**config.mk**
```make
export PLATFORM = sky130hd
export DESIGN_NAME = ubrg_uart
export DESIGN_NICKNAME = d
export VERILOG_FILES = /design/src/hdl/ubrg_pkg.sv /design/src/hdl/ubrg_baud_gen.sv /design/src/hdl/ubrg_timer1.sv /design/src/hdl/ubrg_uart.sv
export SDC_FILE = /design/constraint.sdc
export NUM_CORES = 1
export LEC_CHECK = 0
export BUFFER_PORTS_ARGS = -buffer_cell sky130_fd_sc_hd__clkbuf_2
export CAP_MARGIN = 20
export CORE_UTILIZATION = 27
export CTS_CLUSTER_SIZE = 28
export DETAILED_ROUTE_END_ITERATION = 7
export HOLD_SLACK_MARGIN = 0.05
export SLEW_MARGIN = 20
export SYNTH_ARGS = -nofsm -noshare
export SYNTH_HDL_FRONTEND = slang
export SYNTH_SLANG_ARGS = --single-unit
```
**constraint.sdc**
```tcl
create_clock -name core_clk -period 2.8 [get_ports core_clk]
set_input_delay 0.56 -clock core_clk [delete_from_list [all_inputs] [get_ports core_clk]]
set_output_delay 0.56 -clock core_clk [all_outputs]
set_load 0.01 [all_outputs]
```
**src/hdl/ubrg_pkg.sv**
```systemverilog
`default_nettype none
package ubrg_pkg;
    // ----------------------------------------
    // register map
    // ----------------------------------------
    localparam logic [3:0] A_CTRL = 4'h0; // mode and receive control
    localparam logic [3:0] A_STAT = 4'h1; // event flags, write 1 clears
    localparam logic [3:0] A_TXBUF = 4'h2; // write starts a frame
    localparam logic [3:0] A_RXBUF = 4'h3; // last received byte
    localparam logic [3:0] A_BAUD = 4'h4; // baud_ctrl_reg
    localparam logic [3:0] A_FDIV = 4'h5; // frac_div_ctrl_reg
    localparam logic [3:0] A_STEP = 4'h6; // frac_increment_reg
    localparam logic [3:0] A_RELOAD = 4'h7; // baud_reload_reg
    localparam logic [3:0] A_T1RLD = 4'h8; // timer1_high_byte
    // ----------------------------------------
    // field positions
    // ----------------------------------------
    localparam int C_MODE = 0; // two bits
    localparam int C_RXEN = 2;
    localparam int C_DBL = 3; // baud_double_sel
    localparam int C_T1 = 4; // timer 1 as rate source
    localparam int C_TB9 = 5; // ninth transmit bit
    localparam int C_MP = 6; // multiprocessor filter
    localparam int S_TXD = 0;
    localparam int S_RXD = 1;
    localparam int S_RB9 = 2;
    localparam int S_OVR = 3;
    localparam int S_NDOV = 4;
    localparam int B_RUN = 0; // baud_timer_run
    localparam int B_PRE = 1; // baud_prescale_sel, three bits
    localparam int F_EN = 0; // frac_div_enable
    localparam int F_MODE = 1; // frac_div_mode_select
    localparam logic [1:0] MODE0 = 2'h0;
    localparam logic [1:0] MODE2 = 2'h2;
    // ----------------------------------------
    // counts and reset values
    // ----------------------------------------
    localparam logic [3:0] OVS_LAST = 4'hF; // sixteen ticks per bit
    localparam logic [3:0] OVS_MID = 4'h7; // mid-bit sample point
    localparam logic [3:0] M0_LAST = 4'h1; // two clocks per bit
    localparam logic [3:0] LAST_M0 = 4'h7;
    localparam logic [3:0] LAST_8 = 4'h9;
    localparam logic [3:0] LAST_9 = 4'hA;
    localparam logic [1:0] M2_FAST = 2'h1; // clk/32 bit rate
    localparam logic [1:0] M2_SLOW = 2'h3; // clk/64 bit rate
    localparam logic [7:0] RST_BYTE = 8'h00;
    localparam logic [7:0] CNT_TOP = 8'hFF;
    localparam logic [6:0] PRE_ALL = 7'h7F;
    localparam logic LINE_IDLE = 1'b1;

    typedef struct packed {
        logic wr;
        logic rd;
        logic [3:0] addr;
        logic [7:0] wdata;
    } ubrg_bus_t;

    typedef struct packed {
        logic run;
        logic [2:0] pre_sel;
        logic fd_en;
        logic fd_mode;
        logic [7:0] step;
        logic [7:0] reload;
    } ubrg_bg_cfg_t;
endpackage
`default_nettype wire

```
**src/hdl/ubrg_baud_gen.sv**
```systemverilog
`timescale 1ns/1ns
`default_nettype none
module ubrg_baud_gen (
    input wire logic core_clk, // peripheral clock
    input wire logic reset_n, // asynchronous reset, low
    input wire ubrg_pkg::ubrg_bg_cfg_t cfg, // generator settings
    output logic tick, // pulse per timer underflow, none if a pulse went out the clock before
    output logic ndov // normal divider overflow pulse
);
    typedef struct packed {
        logic [6:0] pre;
        logic [7:0] acc;
        logic [7:0] tmr;
        logic tick;
        logic ndov;
    } ubrg_bg_t;
    ubrg_bg_t r;
    ubrg_bg_t n;
    logic [6:0] mask;
    logic f_div;
    logic [8:0] sum;
    logic nd_mode;
    logic clk_in;
    logic run;

    // divider chain and timer gating
    assign mask = ~(ubrg_pkg::PRE_ALL << cfg.pre_sel);
    assign f_div = &(r.pre | ~mask);
    assign sum = {1'b0, r.acc} + {1'b0, cfg.step};
    assign nd_mode = cfg.fd_en & cfg.fd_mode;
    assign clk_in = cfg.fd_en ? (f_div & sum[8]) : f_div;
    assign run = cfg.run & ~nd_mode;

    // prescaler, divider and count-down reload timer
    always_comb begin
        n = r;
        n.pre = r.pre + 7'h01;
        n.tick = 1'b0;
        n.ndov = 1'b0;
        if (cfg.fd_en && f_div) begin
            if (nd_mode) begin
                n.ndov = r.acc == ubrg_pkg::CNT_TOP;
                n.acc = n.ndov ? cfg.step : r.acc + 8'h01;
            end else begin
                n.acc = sum[7:0];
            end
        end
        if (run && clk_in) begin
            if (r.tmr == ubrg_pkg::RST_BYTE) begin
                n.tmr = cfg.reload;
                n.tick = ~r.tick;
            end else begin
                n.tmr = r.tmr - 8'h01;
            end
        end
    end

    // state register
    always_ff @(posedge core_clk or negedge reset_n) begin
        if (!reset_n) begin
            r <= '0;
        end else begin
            r <= n;
        end
    end

    assign tick = r.tick;
    assign ndov = r.ndov;
endmodule // ubrg_baud_gen
`default_nettype wire

```
**src/hdl/ubrg_timer1.sv**
```systemverilog
`timescale 1ns/1ns
`default_nettype none
module ubrg_timer1 (
    input wire logic core_clk, // peripheral clock
    input wire logic reset_n, // asynchronous reset, low
    input wire logic run, // count enable
    input wire logic [7:0] reload, // timer1_high_byte
    output logic ovf // one pulse per overflow
);
    typedef struct packed {
        logic half;
        logic [7:0] cnt;
        logic ovf;
    } ubrg_t1_t;
    ubrg_t1_t r;
    ubrg_t1_t n;

    // up count every second clock, auto reload at overflow
    always_comb begin
        n = r;
        n.ovf = 1'b0;
        if (run) begin
            n.half = ~r.half;
            if (r.half) begin
                if (r.cnt == ubrg_pkg::CNT_TOP) begin
                    n.cnt = reload;
                    n.ovf = 1'b1;
                end else begin
                    n.cnt = r.cnt + 8'h01;
                end
            end
        end
    end

    // state register
    always_ff @(posedge core_clk or negedge reset_n) begin
        if (!reset_n) begin
            r <= '0;
        end else begin
            r <= n;
        end
    end

    assign ovf = r.ovf;
endmodule // ubrg_timer1
`default_nettype wire

```
**src/hdl/ubrg_uart.sv**
```systemverilog
// Implementation choices: strobed register access and the register addresses.
`timescale 1ns/1ns
`default_nettype none
// Contract
// - transmit and receive concurrently; receive buffered (mode 0 shares one shift engine, one direction at a time)
// - unread byte at next completion: one lost
// - 8 or 9 data bits, LSB first
// - mode 0: 8-bit shift register at clk/2
// - mode 2: 9-bit frames at clk/32 or clk/64
// - modes 1, 3: generator or timer 1 rate
// - timer clocked by divider output or prescaler
// - run bit gates timer outside normal divider mode, where it has no effect
// - underflow reloads timer, emits a serial pulse unless one went out the clock before
// - normal divider mode stops the baud timer
// - prescaler divides clock by two to sel
// - fractional divider scales rate by increment/256
// - rate is clk/(16*prescale*(reload+1)), but clk/32 with prescale 1 and reload 0
// - baud rate never exceeds clk/32 outside mode 0
// - request raised on transmit and receive completion
// - timer 1 rate from double sel and reload
// - normal mode counts up, overflow flag, request
module ubrg_uart (
    input wire logic core_clk, // peripheral clock
    input wire logic reset_n, // asynchronous reset, low
    input wire ubrg_pkg::ubrg_bus_t bus, // register strobes and data
    output logic [7:0] rdata, // read data, cycle after strobe
    output logic txd, // serial out, mode 0 shift clock
    input wire logic rxd_in, // serial in, mode 0 data in
    output logic rxd_out, // mode 0 data out
    output logic rxd_oe, // mode 0 data drive enable
    output logic irq_req // pending frame or divider event
);
    typedef enum logic [1:0] {SH_IDLE, SH_TX, SH_M0RX} ubrg_sh_t;
    typedef enum logic {RX_IDLE, RX_RUN} ubrg_rx_t;

    typedef struct packed {
        logic [7:0] ctrl;
        logic [4:0] stat;
        logic [3:0] bctrl;
        logic [1:0] fdctrl;
        logic [7:0] step;
        logic [7:0] reload;
        logic [7:0] t1rld;
        logic [7:0] rxdata;
        logic [7:0] rdata;
        logic irq;
        ubrg_sh_t sh_st;
        logic [10:0] sh;
        logic [3:0] sh_bit;
        logic [3:0] sh_sub;
        logic txd;
        logic rxd_out;
        logic rxd_oe;
        ubrg_rx_t rx_st;
        logic [9:0] rx_sh;
        logic [3:0] rx_bit;
        logic [3:0] rx_sub;
        logic [1:0] m2cnt;
        logic t1half;
    } ubrg_st_t;

    ubrg_st_t r;
    ubrg_st_t n;
    ubrg_pkg::ubrg_bg_cfg_t bg_cfg;
    logic [1:0] mode;
    logic nine;
    logic m0;
    logic bg_tick;
    logic ndov;
    logic t1_ovf;
    logic t1_tick;
    logic m2_tick;
    logic tick;
    logic tx_go;
    logic [4:0] clr;
    logic [3:0] sh_last;
    logic [3:0] rx_last;
    logic [9:0] rx_nsh;
    logic [7:0] rx_byte;
    logic rx_b9;
    logic rx_keep;

    // ----------------------------------------
    // rate sources
    // ----------------------------------------

    // generator settings from the software registers
    assign bg_cfg.run = r.bctrl[ubrg_pkg::B_RUN];
    assign bg_cfg.pre_sel = r.bctrl[ubrg_pkg::B_PRE +: 3];
    assign bg_cfg.fd_en = r.fdctrl[ubrg_pkg::F_EN];
    assign bg_cfg.fd_mode = r.fdctrl[ubrg_pkg::F_MODE];
    assign bg_cfg.step = r.step;
    assign bg_cfg.reload = r.reload;

    ubrg_baud_gen u_bg (
        .core_clk(core_clk),
        .reset_n(reset_n),
        .cfg(bg_cfg),
        .tick(bg_tick),
        .ndov(ndov)
    );

    ubrg_timer1 u_t1 (
        .core_clk(core_clk),
        .reset_n(reset_n),
        .run(r.ctrl[ubrg_pkg::C_T1]),
        .reload(r.t1rld),
        .ovf(t1_ovf)
    );

    // oversampling tick per mode
    assign mode = r.ctrl[ubrg_pkg::C_MODE +: 2];
    assign nine = mode[1];
    assign m0 = mode == ubrg_pkg::MODE0;
    assign m2_tick = r.m2cnt == (r.ctrl[ubrg_pkg::C_DBL] ?
        ubrg_pkg::M2_FAST : ubrg_pkg::M2_SLOW);
    assign t1_tick = t1_ovf & (r.ctrl[ubrg_pkg::C_DBL] | r.t1half);
    assign tick = (mode == ubrg_pkg::MODE2) ? m2_tick :
        (r.ctrl[ubrg_pkg::C_T1] ? t1_tick : bg_tick);

    // ----------------------------------------
    // frame decode helpers
    // ----------------------------------------

    // transmit start, flag clear and frame lengths
    assign tx_go = bus.wr && bus.addr == ubrg_pkg::A_TXBUF &&
        r.sh_st == SH_IDLE;
    assign clr = (bus.wr && bus.addr == ubrg_pkg::A_STAT) ?
        bus.wdata[4:0] : 5'h00;
    assign sh_last = m0 ? ubrg_pkg::LAST_M0 :
        (nine ? ubrg_pkg::LAST_9 : ubrg_pkg::LAST_8);
    assign rx_last = nine ? ubrg_pkg::LAST_9 : ubrg_pkg::LAST_8;

    // receive shift with the sample entering at the top, LSB first
    assign rx_nsh = {rxd_in, r.rx_sh[9:1]};
    assign rx_byte = nine ? rx_nsh[7:0] : rx_nsh[8:1];
    assign rx_b9 = nine ? rx_nsh[8] : rx_nsh[9];
    assign rx_keep = rxd_in &
        ~(r.ctrl[ubrg_pkg::C_MP] & nine & ~rx_nsh[8]);

    // ----------------------------------------
    // next state
    // ----------------------------------------
    always_comb begin
        n = r;
        n.rdata = ubrg_pkg::RST_BYTE;
        n.stat = r.stat & ~clr;
        n.m2cnt = m2_tick ? 2'h0 : r.m2cnt + 2'h1;
        n.t1half = r.t1half ^ t1_ovf;
        // register writes
        if (bus.wr) begin
            case (bus.addr)
                ubrg_pkg::A_CTRL: n.ctrl = bus.wdata;
                ubrg_pkg::A_BAUD: n.bctrl = bus.wdata[3:0];
                ubrg_pkg::A_FDIV: n.fdctrl = bus.wdata[1:0];
                ubrg_pkg::A_STEP: n.step = bus.wdata;
                ubrg_pkg::A_RELOAD: n.reload = bus.wdata;
                ubrg_pkg::A_T1RLD: n.t1rld = bus.wdata;
                default: ;
            endcase
        end
        // register reads, answered in the next cycle only
        if (bus.rd) begin
            case (bus.addr)
                ubrg_pkg::A_CTRL: n.rdata = r.ctrl;
                ubrg_pkg::A_STAT: n.rdata = {3'h0, r.stat};
                ubrg_pkg::A_TXBUF: n.rdata = {7'h00, r.sh_st != SH_IDLE};
                ubrg_pkg::A_RXBUF: n.rdata = r.rxdata;
                ubrg_pkg::A_BAUD: n.rdata = {4'h0, r.bctrl};
                ubrg_pkg::A_FDIV: n.rdata = {6'h00, r.fdctrl};
                ubrg_pkg::A_STEP: n.rdata = r.step;
                ubrg_pkg::A_RELOAD: n.rdata = r.reload;
                ubrg_pkg::A_T1RLD: n.rdata = r.t1rld;
                default: n.rdata = ubrg_pkg::RST_BYTE;
            endcase
        end
        // shift engine: async transmit, mode 0 transmit and receive
        unique case (r.sh_st)
            SH_IDLE: begin
                n.sh_sub = 4'h0;
                n.sh_bit = 4'h0;
                if (tx_go) begin
                    n.sh_st = SH_TX;
                    n.sh = m0 ? {3'h7, bus.wdata} :
                        {1'b1, ~nine | r.ctrl[ubrg_pkg::C_TB9],
                         bus.wdata, 1'b0};
                end else if (m0 && r.ctrl[ubrg_pkg::C_RXEN] &&
                             !r.stat[ubrg_pkg::S_RXD]) begin
                    n.sh_st = SH_M0RX;
                    n.sh = {3'h7, ubrg_pkg::CNT_TOP};
                end
            end
            SH_TX, SH_M0RX: begin
                if (m0) begin
                    n.sh_sub = r.sh_sub + 4'h1;
                    if (r.sh_sub == ubrg_pkg::M0_LAST) begin
                        n.sh_sub = 4'h0;
                        n.sh_bit = r.sh_bit + 4'h1;
                        n.sh = {3'h7, (r.sh_st == SH_M0RX) & rxd_in |
                            (r.sh_st == SH_TX), r.sh[7:1]};
                        if (r.sh_bit == sh_last) begin
                            n.sh_st = SH_IDLE;
                            if (r.sh_st == SH_M0RX) begin
                                n.rxdata = n.sh[7:0];
                                n.stat[ubrg_pkg::S_RXD] = 1'b1;
                            end else begin
                                n.stat[ubrg_pkg::S_TXD] = 1'b1;
                            end
                        end
                    end
                end else if (tick) begin
                    n.sh_sub = r.sh_sub + 4'h1;
                    if (r.sh_sub == ubrg_pkg::OVS_LAST) begin
                        n.sh = {1'b1, r.sh[10:1]};
                        n.sh_bit = r.sh_bit + 4'h1;
                        if (r.sh_bit == sh_last) begin
                            n.sh_st = SH_IDLE;
                            n.stat[ubrg_pkg::S_TXD] = 1'b1;
                        end
                    end
                end
            end
            default: n.sh_st = SH_IDLE;
        endcase
        // async receiver, independent of the transmitter
        unique case (r.rx_st)
            RX_IDLE: begin
                if (!m0 && r.ctrl[ubrg_pkg::C_RXEN] && tick &&
                    !rxd_in) begin
                    n.rx_st = RX_RUN;
                    n.rx_sub = 4'h0;
                    n.rx_bit = 4'h0;
                end
            end
            RX_RUN: begin
                if (tick) begin
                    n.rx_sub = r.rx_sub + 4'h1;
                    if (r.rx_sub == ubrg_pkg::OVS_LAST) begin
                        n.rx_bit = r.rx_bit + 4'h1;
                    end
                    if (r.rx_sub == ubrg_pkg::OVS_MID) begin
                        if (r.rx_bit == 4'h0) begin
                            if (rxd_in) begin
                                n.rx_st = RX_IDLE; // glitch, not a start
                            end
                        end else begin
                            n.rx_sh = rx_nsh;
                            if (r.rx_bit == rx_last) begin
                                n.rx_st = RX_IDLE;
                                if (rx_keep && n.stat[ubrg_pkg::S_RXD]) begin
                                    n.stat[ubrg_pkg::S_OVR] = 1'b1;
                                end else if (rx_keep) begin
                                    n.rxdata = rx_byte;
                                    n.stat[ubrg_pkg::S_RB9] = rx_b9;
                                    n.stat[ubrg_pkg::S_RXD] = 1'b1;
                                end
                            end
                        end
                    end
                end
                if (m0 || !r.ctrl[ubrg_pkg::C_RXEN]) begin
                    n.rx_st = RX_IDLE;
                end
            end
        endcase
        // divider overflow flag and request line, set wins over clear
        if (ndov) begin
            n.stat[ubrg_pkg::S_NDOV] = 1'b1;
        end
        n.irq = n.stat[ubrg_pkg::S_TXD] | n.stat[ubrg_pkg::S_RXD] |
            n.stat[ubrg_pkg::S_NDOV];
        // pin drive
        n.txd = (n.sh_st == SH_IDLE) ? ubrg_pkg::LINE_IDLE :
            (m0 ? n.sh_sub[0] : n.sh[0]);
        n.rxd_oe = m0 && n.sh_st == SH_TX;
        n.rxd_out = n.rxd_oe ? n.sh[0] : ubrg_pkg::LINE_IDLE;
    end

    // state register
    always_ff @(posedge core_clk or negedge reset_n) begin
        if (!reset_n) begin
            r <= '0;
            r.txd <= ubrg_pkg::LINE_IDLE;
            r.rxd_out <= ubrg_pkg::LINE_IDLE;
        end else begin
            r <= n;
        end
    end

    // outputs straight from the state register
    assign rdata = r.rdata;
    assign txd = r.txd;
    assign rxd_out = r.rxd_out;
    assign rxd_oe = r.rxd_oe;
    assign irq_req = r.irq;
endmodule // ubrg_uart
`default_nettype wire

```
# Word-level counts from Yosys, hierarchy flattened
# Index checks and enable logic that the tools add are counted.
dict set report classes {
  n_addsub 10
  mul 0
  div 0
  order_cmp 0
  eq_ne 28
  n_shift 1
  n_mux 79
  bitwise_logic 27
  reduce_logical 40
}
# operator n
set ops {}
lappend ops {{two-way mux 8 bit} 19}
lappend ops {{one-hot mux 8 bit (9 select lines)} 1}
lappend ops {{two-way mux 21 bit} 3}
lappend ops {{one-hot mux 19 bit (2 select lines)} 1}
lappend ops {{two-way mux 1 bit} 28}
lappend ops {{two-way mux 13 bit} 2}
lappend ops {{== test 4 x 3 -> 1 bit (second input constant)} 5}
lappend ops {{two-way mux 10 bit} 2}
lappend ops {{two-way mux 19 bit} 1}
lappend ops {{two-way mux 2 bit} 9}
lappend ops {{AND reduction 2 bit} 9}
lappend ops {{two-way mux 17 bit} 1}
lappend ops {{adder 4 x 1 -> 4 bit (second input constant)} 4}
lappend ops {{adder 8 x 1 -> 8 bit (second input constant)} 2}
lappend ops {{== test 8 bit (second input constant)} 2}
lappend ops {{one-hot mux 8 bit (2 select lines)} 1}
lappend ops {{two-way mux 3 bit} 5}
lappend ops {{NOT 7 bit} 2}
lappend ops {{== test 4 bit (second input constant)} 3}
lappend ops {{logical AND 1 bit} 12}
lappend ops {{two-way mux 11 bit} 1}
lappend ops {{adder 8 x 8 -> 9 bit} 1}
lappend ops {{inequality test 3 bit (second input constant)} 3}
lappend ops {{bitwise AND 1 bit} 8}
lappend ops {{other kinds (34)} 60}
dict set report word_totals {
  register_bits 141
  latchBits 0
  mem_bits_rw 0
  rom_bits 0
  input_bits 17
  out_inout_bits 12
  word_cells 218
  mem_count 0
}

# Longest topological paths before layout
dict set report logic_depth {
  word_depth 19
  ltp_mapped 10
  mapped_depth_nobuf 9
}

# Cells and area by module
# From an unflattened synthesis, not the netlist that was laid out.
dict set report unflattened {
  cells_unflattened 828
  area_unflattened_um2 8276.7
}
# mod instances cells_per_inst area_each_um2 seq_area_each_um2
set modules_own_cells {}
lappend modules_own_cells {ubrg_uart 1 532 5729.2 2630.0}
lappend modules_own_cells {ubrg_baud_gen 1 235 1941.9 625.6}
lappend modules_own_cells {ubrg_timer1 1 61 605.6 250.2}

# Worst setup path before layout
# No wires, ideal clock.
dict set report synth_timing {
  path_type {reg2reg}
  from {register u_bg.r[10] (netlist bit)}
  to {register u_bg.r[8] (netlist bit)}
  setup_ns 0.135
  arrival_time_ns 2.227
  t_required_ns 2.665
  setup_slack_ns 0.438
  path_stages_with_launch 10
  path_buffers 0
  synth_period_minus_slack_ns 2.362
  path_cell_list {dfrtp_1 -> ha_1 -> inv_1 -> fa_1 -> nor2b_1 -> o31a_1 -> o221ai_1 -> a311o_1 -> nor4_1 -> o22ai_1}
}
dict set report synth_between {
  elab_chain_cells 4
}
# item line
set synth_rtl {}
lappend synth_rtl {{start, declared} ubrg_baud_gen.sv:17} ;# ubrg_bg_t r;
lappend synth_rtl {{start signal, assigned} ubrg_baud_gen.sv:63} ;# r <= n;
lappend synth_rtl {{adder 8 x 8 -> 9 bit} ubrg_baud_gen.sv:29} ;# assign sum = {1'b0, r.acc} + {1'b0, cfg.step};
lappend synth_rtl {{bitwise AND 1 bit} ubrg_baud_gen.sv:31} ;# assign clk_in = cfg.fd_en ? (f_div & sum[8]) : f_div;
lappend synth_rtl {{two-way mux 1 bit} ubrg_baud_gen.sv:31}
lappend synth_rtl {{logical AND 1 bit} ubrg_baud_gen.sv:48} ;# if (run && clk_in) begin
# No other way between the ends.
# A chain may end at the register's enable or synchronous reset.

# Worst setup path in the final report
# Ends and elaborated chain as after synthesis.

==> results.yml <==
power:
  peakVddDrop_uv: 460.7
  power_mw: 7.986
  powerDensity_nw_per_um2: 886.7
  power.leakage_nw: 3.859
logic_synthesis:
  synth_cell_types: 82
  syn_avg_cell_area_sq_um: 9.890
  synth-seq-cells: 140
  synthXorXnorAreaFrac_pct: 1.452
  synth_edf_count: 0
  synth_top_family_by_area: "compound AO/OA/AOI/OAI gates"
  synth_mux_area_share_pct: 11.71
  yosysSeqAreaShare_pct: 44.70
  async_reset_ff_share_pct: 100.0
  synth-compound-area-share_pct: 17.79
  ys.flop_type: "dfrtp_1"
  yosys.area.top_type_share_pct: 44.03
  syn_area_sq_um: 7843
  synthSimpleGateAreaFrac_pct: 16.35
  yosysWarnings: 0
  synthAdderAreaFrac_pct: 3.925
  ys_top_cells_by_area: "dfrtp_1, mux2_2, nand2_1"
  synth_area_leader_cell: "dfrtp_1"
  syn-num-nets: 834
  synthCells: 793
timing:
  final-hold-violation-count: 0
  tns_ns: 0
  fin_skew_ns: 0.009279
  fin_ws_ns: 0.2069
  rsz0062_at_grt: "no"
  setup-violations-final: 0
  slew-limit-headroom_pct: 51.46
  period_needed_ns: 2.593
  slew_viol_final: 0
  finalCritPeriodShare_pct: 92.61
  fmax_ghz: 0.3856
  worst-slew-pin-transition_ns: 0.7281
finish:
  fin_nets: 857
  syn_to_final_growth_pct: 14.84
  finish.instance_area_sq_um: 9006
  finalCoreUtilization_pct: 31.46
  multi_input_area_sq_um: 4018
  fillers: 2925
  layout-drive-gt1-share_pct: 18.34
  final-seq-area_sq_um: 3507
  n_antenna_cell: 0
worst_setup_path:
  critPathMaxStageDelay_ns: 0.43
  end_kind: "register"
  r2r_slack_ns: 0.21
  crit_family: "compound AO/OA/AOI/OAI gates"
  cp_max_fo: 6
  worstPathRequired_ns: 3.11
  crit_buf_inv: 1
  reg2reg_to: "u_bg.r[8]$_DFFE_PN0P_"
  worstPathCellList: "ha_1 > inv_1 > fa_1 > nor2b_1 > o31a_1 > o221ai_1 > a311o_1 > nor4_1 > o22ai_1"
  r2r-start: "u_bg.r[10]$_DFFE_PN0P_"
  arrival_ns: 2.90
  worstSetupPathType: "reg2reg"
  reg2regPathDepth: 9
  startpoint_type: "register"
  crit_path_top_delay_cell: "a311o_1"
floorplan:
  rows: 62
  ios: 29
  core_area_sq_um: 28630
  floorplan.die_area_sq_um: 29730
  die_w_um: 172.4
  die-height_um: 172.4
  initial_core_util_pct: 27.40
clock_tree:
  ctsHoldBuffers: 0
  cts_buffers: 17
  clkLatencyLatePin_ns: 0.43
  cts_tree: "done"
  clk_pin_slew_ns: 0.06
  clock_path_buffers: 2
  clock_sinks: 140
  htreeDepth: 4
  clockRootBuffer: "clkbuf_16"
grt:
  grt_max_degree: 73
  grt_pass1_vias: 5958
  grt_pass1_wl_um: 32950
  gr-total-overflow: 0
  grt_use_total_pct: 14.57
  grt_antenna_before_repair: 0
hold_path:
  worstHoldPathType: "in2async"
run:
  cap_violations: 0
route:
  vias: 6201
  drt-initial-drc-count: 489
  wirelength_um: 20080
  wire_per_inst_um: 16.55
  firstDrtPassIters: 6
  drc: 0
  via_per_inst: 5.112
  antenna_left: 0
status:
  outcome: "finished clean"
place:
  numPortBuffers: 28
  place_ws_ns: 0.1536
  place_congestion: 0.8574
  dp_hpwl_um: 14410
  post_dp_cell_area_sq_um: 8419
## routing by layer
layer | vias up | share of wire (%) | GRT usage (%)
met5 | - | 0 | 0
met4 | 0 | 1.7 | 5.310
met3 | 24 | 5.3 | 2.998
met2 | 169 | 45 | 21.97
met1 | 3054 | 48 | 20.42
li1 | 2954 | - | -
## where the power goes
group / switching [mW] / internal [mW] / total [mW]
logic: 1.54 / 1.16 / 2.69
registers: 0.524 / 2.51 / 3.03
clock network: 1.00 / 1.26 / 2.26
## cells in the final DEF, fill, tap and decap left out, types with 7 or more instances in the layout
cell,synthesis,layout
nand4_1,8,8
mux2i_1,31,31
nand3_1,35,35
inv_1,24,24
o21ai_1,8,8
clkbuf_2,0,27
o22ai_1,7,7
xnor2_1,8,8
a31oi_1,14,14
nor3_1,15,15
ha_1,23,23
nand2_1,84,84
clkbuf_16,0,17
o21ai_0,38,38
buf_4,11,19
mux2_2,52,52
and3_1,10,10
dfrtp_1,138,137
or3_1,8,8
a21o_1,7,7
a22o_1,11,11
nor2b_1,7,7
a21oi_1,52,52
nor2_1,44,44
## synthesized netlist by cell type (all sizes together), types with 7 or more instances
cell type  number
and2            8
nand2          85
clkbuf         25
ha             23
nand3          35
a31oi          15
o22ai           7
or3             8
nor3           16
dfrtp         138
nor2           45
xnor2           8
inv            24
a22o           11
mux2i          31
nand4           9
o21ai          47
nor2b           7
buf            20
mux2           52
and3           10
a21oi          53
a21o            8
## worst max-delay path by stage
| stage | start | to | cells past startpoint |
|---|---|---|---|
| after floorplan | u_bg.r[10]$_DFFE_PN0P_ | u_bg.r[8]$_DFFE_PN0P_ | 9 |
| after global placement | u_bg.r[10]$_DFFE_PN0P_ | u_bg.r[8]$_DFFE_PN0P_ | 9 |
| after detailed placement | u_bg.r[10]$_DFFE_PN0P_ | u_bg.r[8]$_DFFE_PN0P_ | 9 |
| after CTS | u_bg.r[10]$_DFFE_PN0P_ | u_bg.r[8]$_DFFE_PN0P_ | 9 |
| after global routing | u_bg.r[10]$_DFFE_PN0P_ | u_bg.r[8]$_DFFE_PN0P_ | 9 |
| final | u_bg.r[10]$_DFFE_PN0P_ | u_bg.r[8]$_DFFE_PN0P_ | 9 |
## final cells by class
type / instances / share of cell area (%)
clock buffers: 17 / 4.724
clock inverters: 15 / 1.695
inverters: 25 / 1.042
flip-flops and latches: 140 / 38.94
multi-input cells: 583 / 44.61
repair buffers: 49 / 3.654
well taps: 384 / 5.335
## cell families (layout without fill, tap and decap cells)
logic type,count (synthesis),count (layout)
xor gates and xnor gates,13,13
adders and majority gates,24,24
DFF,140,140
AOI/OAI and AO/OA,209,209
and+or+nand+nor,253,253
buffers and inverters,70,106
muxes,84,84
## per-stage QoR
| stage | hold slack (ns) | std cells |
|---|---|---|
| global route | 0.2287 | 1213 |
| floorplan | 0.2644 | 793 |
| finish | 0.1554 | 1213 |
| global placement | 0.4264 | 1180 |
| detailed placement | 0.4395 | 1180 |
| CTS | 0.2081 | 1212 |
## what timing repair did
item                                   4_1_cts  5_1_grt
gates resized for setup                      0        1
setup endpoints to repair                    0        6
endpoints found under the hold margin        0        0
setup buffers                                0        1
## state kept, by name, summed over array words and instances, names as in the netlist, 2 cells and up
name,cells
bg_cfg,22
r,69
u_bg.r,23
mode,2
rdata,8
u_t1.r,9
Note: power is estimated with default switching activity, not from simulation.
